$ cat config.mk
export PLATFORM = sky130hd
export DESIGN_NAME = adc_mode_config_port
export DESIGN_NICKNAME = d
export VERILOG_FILES = /design/src/common/adc_mode_pkg.sv /design/src/core/pin_sync.sv /design/src/core/data_formatter.sv /design/src/core/adc_mode_config_port.sv
export VERILOG_INCLUDE_DIRS = /design/src /design/src/common
export SDC_FILE = /design/constraint.sdc
export NUM_CORES = 1
export LEC_CHECK = 0
export ABC_CLOCK_PERIOD_IN_PS = 3700
export BUFFER_PORTS_ARGS = -buffer_cell sky130_fd_sc_hd__clkbuf_2
export CORE_ASPECT_RATIO = 1.4
export CORE_MARGIN = 2
export CORE_UTILIZATION = 37
export CTS_CLUSTER_DIAMETER = 50
export CTS_CLUSTER_SIZE = 14
export DETAILED_ROUTE_END_ITERATION = 10
export SETUP_SLACK_MARGIN = 0.5
export SLEW_MARGIN = 10
export SYNTH_ARGS = -nofsm -noshare
export SYNTH_HDL_FRONTEND = slang
export SYNTH_SLANG_ARGS = --single-unit
$ cat constraint.sdc
create_clock -name clk_i -period 3.7 [get_ports clk_i]
set_clock_uncertainty 0.15 [all_clocks]
set_input_delay 0.925 -clock clk_i [delete_from_list [all_inputs] [get_ports clk_i]]
set_output_delay 0.925 -clock clk_i [all_outputs]
set_load 0.02 [all_outputs]
$ cat src/common/adc_mode_cfg.svh
/*
  Offsets, field positions, masks, codes and reset values of the mode configuration port.
  Assumes it is included by bare name wherever these constants are used.
*/
`ifndef ADC_MODE_CFG_SVH
`define ADC_MODE_CFG_SVH
`define REG_SOFT_RESET_ADDR 7'h00
`define REG_POWER_DOWN_ADDR 7'h01
`define REG_CLOCK_TIMING_ADDR 7'h02
`define REG_DRIVER_MODE_ADDR 7'h03
`define REG_DATA_FORMAT_ADDR 7'h04
`define MODE_REG_RESET 8'h00
`define SOFT_RESET_BIT 7
`define POWER_DOWN_MASK 8'h03
`define CLOCK_TIMING_MASK 8'h0f
`define DRIVER_MODE_MASK 8'h7f
`define DATA_FORMAT_MASK 8'h3f
`define POWER_NORMAL 2'h0
`define POWER_SLEEP 2'h3
`define FORMAT_FULL_CMOS 2'h0
`define FORMAT_DDR_LVDS 2'h1
`define TEST_ZEROS 3'h1
`define TEST_ONES 3'h3
`define TEST_CHECKER 3'h5
`define TEST_ALTERNATE 3'h7
`define CHECKER_WORD_A 17'h1_5555
`define CHECKER_WORD_B 17'h0_aaaa
`define ODD_BIT_MASK 16'haaaa
`define SER_WORD_LEN 5'h10
`define SER_HEADER_LEN 5'h08
`define SYNC_RESET_PINS 5'h08
`endif

$ cat src/common/adc_mode_pkg.sv
/*
  Types shared by the mode configuration port and its helpers.
  Assumes nothing of its surroundings.
*/
package adc_mode_pkg;
  typedef enum logic [1:0] {SER_IDLE, SER_SHIFT, SER_HOLD} serial_state_t;
  typedef logic [1:0] power_state_t;
  typedef logic [7:0] mode_byte_t;
  typedef logic [6:0] reg_addr_t;
endpackage

$ cat src/core/pin_sync.sv
/*
  Two flip-flop synchroniser for a group of pins.
  Assumes each bit is an independent level from outside the clock domain.
*/
`timescale 1ns/100ps
module pin_sync #(
  parameter int WIDTH = 1,
  parameter logic [WIDTH-1:0] RST_VAL = '0
)
(
  // Clock and reset
  input wire logic clk_i,
  input wire logic rst_i,
  // Pins in, synchronised levels out
  input wire logic [WIDTH-1:0] async_i,
  output logic [WIDTH-1:0] sync_o
);
  logic [WIDTH-1:0] meta_reg;

  // First stage feeds only the second stage
  always_ff @(posedge clk_i)
  begin
    if (rst_i)
    begin
      meta_reg <= RST_VAL;
      sync_o <= RST_VAL;
    end
    else
    begin
      meta_reg <= async_i;
      sync_o <= meta_reg;
    end
  end
endmodule

$ cat src/core/data_formatter.sv
/*
  Output word formatting: signed format unless odd bit inversion is on, scrambling, odd bit inversion and test patterns.
  Assumes samples arrive as offset binary words on the same clock with a one-cycle valid.
*/
`timescale 1ns/100ps
`include "adc_mode_cfg.svh"
module data_formatter
(
  // Clock and reset
  input wire logic clk_i,
  input wire logic rst_i,
  // Raw samples
  input wire logic sample_valid_i,
  input wire logic [15:0] sample_i,
  input wire logic overrange_i,
  // Format controls
  input wire logic [2:0] test_pattern_select_i,
  input wire logic odd_bit_invert_enable_i,
  input wire logic output_scrambler_enable_i,
  input wire logic signed_format_select_i,
  // Formatted samples
  output logic data_valid_o,
  output logic [15:0] data_o,
  output logic overrange_flag_o
);
  logic phase_reg;
  logic [15:0] word;
  logic [16:0] out_next;

  // Formatting chain; a test pattern overrides everything
  always_comb
  begin
    word = sample_i;
    if (signed_format_select_i && !odd_bit_invert_enable_i)
      word[15] = ~word[15];
    if (output_scrambler_enable_i)
      word[15:1] = word[15:1] ^ {15{word[0]}};
    if (odd_bit_invert_enable_i)
      word = word ^ `ODD_BIT_MASK;
    out_next = {overrange_i, word};
    case (test_pattern_select_i)
      `TEST_ZEROS: out_next = '0;
      `TEST_ONES: out_next = '1;
      `TEST_CHECKER: out_next = phase_reg ? `CHECKER_WORD_B : `CHECKER_WORD_A;
      `TEST_ALTERNATE: out_next = phase_reg ? '1 : '0;
      default: ;
    endcase
  end

  // Output register and alternating-pattern phase
  always_ff @(posedge clk_i)
  begin
    if (rst_i)
    begin
      phase_reg <= 1'b0;
      data_valid_o <= 1'b0;
      data_o <= 16'h0000;
      overrange_flag_o <= 1'b0;
    end
    else
    begin
      data_valid_o <= sample_valid_i;
      if (sample_valid_i)
      begin
        phase_reg <= ~phase_reg;
        {overrange_flag_o, data_o} <= out_next;
      end
    end
  end
endmodule

$ cat src/core/adc_mode_config_port.sv
/*
  Mode configuration port: strap decode in parallel mode, serial register port in serial mode,
  five mode control registers, open-drain read-back and the output word formatter.
  Assumes a host drives chip select, serial clock and data in; the serial clock is far slower
  than clk_i and is sampled like any other pin. Samples come from logic on clk_i.
*/
`timescale 1ns/100ps
`include "adc_mode_cfg.svh"

module adc_mode_config_port
(
  // Clock and reset
  input wire logic clk_i,
  input wire logic rst_i,
  // Configuration pins
  input wire logic interface_select_i,
  input wire logic cs_n_i,
  input wire logic sck_i,
  input wire logic sdi_i,
  input wire logic sdo_i,
  output logic sdo_o,
  output logic sdo_oe_o,
  // Converter samples
  input wire logic sample_valid_i,
  input wire logic [15:0] sample_i,
  input wire logic overrange_i,
  output logic data_valid_o,
  output logic [15:0] data_o,
  output logic overrange_flag_o,
  output logic data_oe_o,
  // Mode controls
  output adc_mode_pkg::power_state_t power_state_o,
  output logic duty_cycle_stabilizer_on_o,
  output logic sample_clock_invert_o,
  output logic [1:0] sample_clock_delay_field_o,
  output logic [2:0] driver_current_field_o,
  output logic internal_termination_enable_o,
  output logic output_disable_o,
  output logic [1:0] output_format_select_o
);
  import adc_mode_pkg::*;

  logic [4:0] pins_s;
  logic sel_s, cs_s, sck_s, sdi_s, sdo_s;
  logic serial_mode;
  logic sck_prev_reg, cs_prev_reg;
  logic sck_rise, sck_fall, cs_fall, cs_rise;
  serial_state_t state_reg;
  logic [4:0] bit_cnt_reg;
  logic [14:0] shift_reg;
  logic [15:0] full_word;
  logic word_done, write_done, soft_reset_set;
  logic soft_reset_reg;
  mode_byte_t power_reg, timing_reg, driver_reg, format_reg;
  reg_addr_t read_addr;
  mode_byte_t read_data;
  logic read_start, read_active_reg;
  mode_byte_t sdo_shift_reg;
  logic sdo_oe_reg;
  mode_byte_t format_cfg;
  power_state_t power_next;
  logic dcs_next, invert_next, term_next, disable_next;
  logic [1:0] delay_next, outfmt_next;
  logic [2:0] current_next;

  // All pins pass two flip-flops; chip select idles high
  pin_sync #(.WIDTH(5), .RST_VAL(`SYNC_RESET_PINS)) u_pin_sync (
    .clk_i(clk_i),
    .rst_i(rst_i),
    .async_i({interface_select_i, cs_n_i, sck_i, sdi_i, sdo_i}),
    .sync_o(pins_s)
  );

  assign {sel_s, cs_s, sck_s, sdi_s, sdo_s} = pins_s;
  assign serial_mode = ~sel_s;

  // Previous levels for edge detection
  always_ff @(posedge clk_i)
  begin
    if (rst_i)
    begin
      sck_prev_reg <= 1'b0;
      cs_prev_reg <= 1'b1;
    end
    else
    begin
      sck_prev_reg <= sck_s;
      cs_prev_reg <= cs_s;
    end
  end

  // Edges of the serial clock and chip select
  assign sck_rise = sck_s & ~sck_prev_reg;
  assign sck_fall = ~sck_s & sck_prev_reg;
  assign cs_fall = ~cs_s & cs_prev_reg;
  assign cs_rise = cs_s & ~cs_prev_reg;

  // Transfer sequencer: counts the first sixteen rising clocks, then holds
  always_ff @(posedge clk_i)
  begin
    if (rst_i || !serial_mode || cs_rise)
    begin
      state_reg <= SER_IDLE;
      bit_cnt_reg <= 5'h00;
    end
    else
    begin
      unique case (state_reg)
        SER_IDLE:
        begin
          if (cs_fall)
          begin
            state_reg <= SER_SHIFT;
            bit_cnt_reg <= 5'h00;
          end
        end
        SER_SHIFT:
        begin
          if (sck_rise)
          begin
            bit_cnt_reg <= bit_cnt_reg + 5'h01;
            if (bit_cnt_reg == `SER_WORD_LEN - 5'h01)
              state_reg <= SER_HOLD;
          end
        end
        SER_HOLD: ;  // Further rising clocks are ignored until chip select rises
        default: state_reg <= SER_IDLE;
      endcase
    end
  end

  // Input shift register, MSB first
  always_ff @(posedge clk_i)
  begin
    if (rst_i)
      shift_reg <= 15'h0000;
    else if (state_reg == SER_SHIFT && sck_rise)
      shift_reg <= {shift_reg[13:0], sdi_s};
  end

  // Completed word: flag, address, data
  assign full_word = {shift_reg, sdi_s};
  assign word_done = state_reg == SER_SHIFT && sck_rise && bit_cnt_reg == `SER_WORD_LEN - 5'h01;
  assign write_done = word_done && !full_word[15];
  assign soft_reset_set = write_done && full_word[14:8] == `REG_SOFT_RESET_ADDR
    && full_word[`SOFT_RESET_BIT];

  // Mode control registers; unused bits and undefined addresses are dropped
  always_ff @(posedge clk_i)
  begin
    if (rst_i || soft_reset_set)
    begin
      power_reg <= `MODE_REG_RESET;
      timing_reg <= `MODE_REG_RESET;
      driver_reg <= `MODE_REG_RESET;
      format_reg <= `MODE_REG_RESET;
    end
    else if (write_done)
    begin
      case (full_word[14:8])
        `REG_POWER_DOWN_ADDR: power_reg <= full_word[7:0] & `POWER_DOWN_MASK;
        `REG_CLOCK_TIMING_ADDR: timing_reg <= full_word[7:0] & `CLOCK_TIMING_MASK;
        `REG_DRIVER_MODE_ADDR: driver_reg <= full_word[7:0] & `DRIVER_MODE_MASK;
        `REG_DATA_FORMAT_ADDR: format_reg <= full_word[7:0] & `DATA_FORMAT_MASK;
        default: ;
      endcase
    end
  end

  // Software reset stays set until the write ends; a new set wins over the clear
  always_ff @(posedge clk_i)
  begin
    if (rst_i)
      soft_reset_reg <= 1'b0;
    else if (soft_reset_set)
      soft_reset_reg <= 1'b1;
    else if (cs_rise || !serial_mode)
      soft_reset_reg <= 1'b0;
  end

  // Read-back selection; the reset register and unmapped addresses read zero
  assign read_addr = {shift_reg[5:0], sdi_s};
  always_comb
  begin
    case (read_addr)
      `REG_POWER_DOWN_ADDR: read_data = power_reg;
      `REG_CLOCK_TIMING_ADDR: read_data = timing_reg;
      `REG_DRIVER_MODE_ADDR: read_data = driver_reg;
      `REG_DATA_FORMAT_ADDR: read_data = format_reg;
      default: read_data = `MODE_REG_RESET;
    endcase
  end

  // Read starts at the eighth rising clock when the flag is set
  assign read_start = state_reg == SER_SHIFT && sck_rise && bit_cnt_reg == `SER_HEADER_LEN - 5'h01
    && shift_reg[6];

  // Output shifter: D7 is presented at once, later bits after each of the ninth to fifteenth falling clocks
  always_ff @(posedge clk_i)
  begin
    if (rst_i || cs_rise || !serial_mode)
    begin
      read_active_reg <= 1'b0;
      sdo_shift_reg <= 8'h00;
    end
    else if (read_start)
    begin
      read_active_reg <= 1'b1;
      sdo_shift_reg <= read_data;
    end
    else if (read_active_reg && sck_fall && bit_cnt_reg > `SER_HEADER_LEN && bit_cnt_reg < `SER_WORD_LEN)
      sdo_shift_reg <= {sdo_shift_reg[6:0], 1'b0};
  end

  // Open-drain driver: pull low for a zero, release for a one; silent in strap mode
  always_ff @(posedge clk_i)
  begin
    if (rst_i)
      sdo_oe_reg <= 1'b0;
    else
      sdo_oe_reg <= serial_mode && read_active_reg && !sdo_shift_reg[7];
  end
  assign sdo_o = 1'b0;
  assign sdo_oe_o = sdo_oe_reg;

  // Effective modes from straps or registers
  always_comb
  begin
    if (!serial_mode)
    begin
      power_next = {sdi_s, sdo_s};
      dcs_next = cs_s;
      invert_next = 1'b0;
      delay_next = 2'h0;
      current_next = 3'h0;
      term_next = 1'b0;
      disable_next = 1'b0;
      outfmt_next = sck_s ? `FORMAT_DDR_LVDS : `FORMAT_FULL_CMOS;
      format_cfg = `MODE_REG_RESET;
    end
    else
    begin
      power_next = soft_reset_reg ? `POWER_SLEEP : power_reg[1:0];
      dcs_next = timing_reg[0];
      invert_next = timing_reg[3];
      delay_next = timing_reg[2:1];
      current_next = driver_reg[6:4];
      term_next = driver_reg[3];
      disable_next = driver_reg[2];
      outfmt_next = driver_reg[1:0];
      format_cfg = format_reg;
    end
  end

  // Registered mode outputs
  always_ff @(posedge clk_i)
  begin
    if (rst_i)
    begin
      power_state_o <= `POWER_NORMAL;
      duty_cycle_stabilizer_on_o <= 1'b0;
      sample_clock_invert_o <= 1'b0;
      sample_clock_delay_field_o <= 2'h0;
      driver_current_field_o <= 3'h0;
      internal_termination_enable_o <= 1'b0;
      output_disable_o <= 1'b0;
      output_format_select_o <= `FORMAT_FULL_CMOS;
      data_oe_o <= 1'b0;
    end
    else
    begin
      power_state_o <= power_next;
      duty_cycle_stabilizer_on_o <= dcs_next;
      sample_clock_invert_o <= invert_next;
      sample_clock_delay_field_o <= delay_next;
      driver_current_field_o <= current_next;
      internal_termination_enable_o <= term_next;
      output_disable_o <= disable_next;
      output_format_select_o <= outfmt_next;
      data_oe_o <= !disable_next;
    end
  end

  // Output word formatter
  data_formatter u_data_formatter (
    .clk_i(clk_i),
    .rst_i(rst_i),
    .sample_valid_i(sample_valid_i),
    .sample_i(sample_i),
    .overrange_i(overrange_i),
    .test_pattern_select_i(format_cfg[5:3]),
    .odd_bit_invert_enable_i(format_cfg[2]),
    .output_scrambler_enable_i(format_cfg[1]),
    .signed_format_select_i(format_cfg[0]),
    .data_valid_o(data_valid_o),
    .data_o(data_o),
    .overrange_flag_o(overrange_flag_o)
  );
endmodule

==> flow_summary.yaml <==
setup_path:
  path_cells: "and4bb_2, and3_1, o211ai_1, a211oi_1"
  timing.rr.start: "u_pin_sync.sync_o[2]"
  slowest_stage: "and4bb_2"
  cp_data_arrival_time_ns: 2.50
  r2r_end: "sdo_shift_reg[3]"
  r2r_slack_ns: 1.28
  cp-end-kind: "flop"
  worstPathMaxFanout: 21
  required_ns: 3.78
  ff2ff_path_depth: 4
  crit_start: "u_pin_sync.sync_o[2]"
  slowest_delay_ns: 0.60
  critPathBufInv: 0
  crit_type: "flop to flop"
  start_kind: "flop"
  crit_family: "simple AND/OR/NAND/NOR gates"
logic_synthesis:
  synthMuxAreaShare: 0.0624
  synth_cell_types: 54
  synth.ff_latch_count: 97
  syn_area_um2: 4010
  ys_top_cells_by_area: "dfxtp_1 48%, mux2i_1 6.2%, nor2_1 4.3%, nand2_1 4.1%, xnor2_1 3.9%"
  synth_top_family_by_area: "simple AND/OR/NAND/NOR gates"
  syn_area_per_cell_um2: 9.48
  synthAdderAreaFrac: 0.00936
  syn-num-nets: 451
  synth_edf_count: 0
  yosysWarnings: 0
  ys_seq_area_frac: 0.484
  ys.flop_type: "dfxtp_1"
  yosys.area.top_type_share: 0.484
  synthXorXnorAreaFrac: 0.0506
  yosys.area_share.simple: 0.228
  synthCells: 423
  synthArstFlopShare: 0
  synth-compound-area-share: 0.123
  synth_largest_area_cell: "dfxtp_1"
cells_and_area:
  fill_cells: 1051
  final_common_cell: "dfxtp_1"
  largest_reg_flops: 16
  areaGrowthSynthToFinish_pct: 15.5
  diodes: 0
  layout-drive-gt1-share: 0.179
  utilization: 0.433
  nets: 492
  final_cell_mix: "97 x dfxtp_1, 57 x clkbuf_2, 46 x nor2_1"
grt:
  grt_start_max_net_pins: 48
  antenna_found_initial: 0
  grt_usage: 0.156
  grt_pass1_wl_um: 14500
  gr-total-overflow: 0
  grt_pass1_vias: 2972
power:
  vdd_drop_max_mv: 0.169
  leakage_nw: 1.92
  power_density_nw_per_um2: 456
  total_power_mw: 2.11
detailed_routing:
  firstDrtPassIters: 4
  drc: 0
  highest_layer: "met4"
  wl_met1_um: 4000
  via_per_inst: 5.01
  met2_length_um: 4420
  postRouteAntennaNets: 0
  wl_met3_um: 276
  drt_iter0_drc: 111
  wl_per_cell_um: 14.6
  finalWirelength_um: 8880
  vias: 3054
cts:
  clock_latency_ns: 0.34
  cts_setup_buffers: 0
  ctsHoldBuffers: 0
  cts.path.max_buffers: 2
  clockRootBuffer: "clkbuf_16"
  cts.repair.resized: 0
  numCtsBuffers: 9
  tritoncts: "built"
  cts-htree-levels: 3
  clock-sinks: 97
  path_clk_slew_ns: 0.06
sta:
  worstMarginPinSlew_ns: 1.16
  period_share: 0.653
  finalSetupTns_ns: 0
  rsz0062_at_grt: "no"
  fin_crit_ns: 2.42
  hold_viol: 0
  worst_slack_ns: 1.28
  slew_headroom: 0.222
  fmax_mhz: 414
  finalSetupViolCount: 0
  report.final.slew_viol_count: 0
flow_run:
  cap_violations: 0
status:
  outcome: "complete, no violations"
die:
  chipHeight_um: 127
  pin_count: 59
  dieArea_um2: 11700
  die_w_um: 92.0
  initial_utilization: 0.375
  core_um2: 10700
  rows: 45
hold_path:
  min_to: "u_pin_sync.sync_o[3]"
  hold_path.class: "flop to flop"
  hold_path_depth: 1
  min-delay-start: "u_pin_sync.meta_reg[3]"
placed_design:
  numPortBuffers: 57
  place_ws_ns: 1.12
  dp_hpwl_um: 6220
  place_congestion: 0.773
[layer usage]
metal,global-route usage,vias to the layer above
li1,-,1548
met2,0.269,56
met1,0.185,1440
met3,0.0324,10
met4,0.0711,0
met5,0,-
[power by group]
part	switching [mW]	leakage (nW)	total, mW	internal, mW
sequential	0.0154	0.789	1.08	1.07
combinational	0.0700	0.985	0.116	0.0457
clock	0.373	0.144	0.914	0.541
[worst max-delay path by stage]
stage / to / slack [ns] / depth (start not counted)
final: sdo_shift_reg[3] / 1.28 / 4
after CTS: sdo_shift_reg[3] / 1.27 / 4
after global placement: sdo_shift_reg[5] / 1.20 / 4
after detailed placement: sdo_shift_reg[3] / 1.12 / 4
after global routing: sdo_shift_reg[3] / 1.18 / 4
after floorplan: sdo_shift_reg[5] / 1.68 / 4
[logic make-up (layout without fill, tap and decap cells)]
group / after synthesis / in the layout
mux: 25 / 25
flops: 97 / 97
other cells: 1 / 1
compound gates: 70 / 70
buf+inv: 35 / 81
simple gates: 171 / 171
fa+ha+maj: 3 / 3
xor+xnor: 21 / 21
[stage by stage]
| stage | cell area [um2] | cells | hold slack [ns] |
|---|---|---|---|
| global placement | 4340 | 594 | 0.246 |
| floorplan | 4010 | 423 | 0.239 |
| finish | 4630 | 610 | 0.269 |
| global route | 4630 | 610 | 0.312 |
| detailed placement | 4340 | 594 | 0.252 |
| CTS | 4630 | 610 | 0.270 |
[area by class of cell]
class | count | area (um2) | area share
multi-input cells | 291 | 1900 | 0.411
clock buffers | 13 | 250 | 0.0541
repair buffers | 58 | 293 | 0.0632
flip-flops and latches | 97 | 1940 | 0.419
clock inverters | 3 | 40.0 | 0.00865
well taps | 141 | 176 | 0.0381
inverters | 7 | 26.3 | 0.00568
[synthesized netlist by cell type (4+ instances only)]
library cell	instances
mux2i_1	25
and2_1	11
nand4_1	5
clkbuf_1	14
nor2b_1	14
a21oi_1	24
a211oi_1	14
inv_1	7
dfxtp_1	97
nor3_1	13
nand2_1	44
o221a_1	7
o21ai_0	5
nor2_1	46
nand3b_1	7
nor4b_1	5
nand3_1	5
xnor2_1	18
o21ai_1	4
buf_2	5
(Power assumes the default switching activity.)
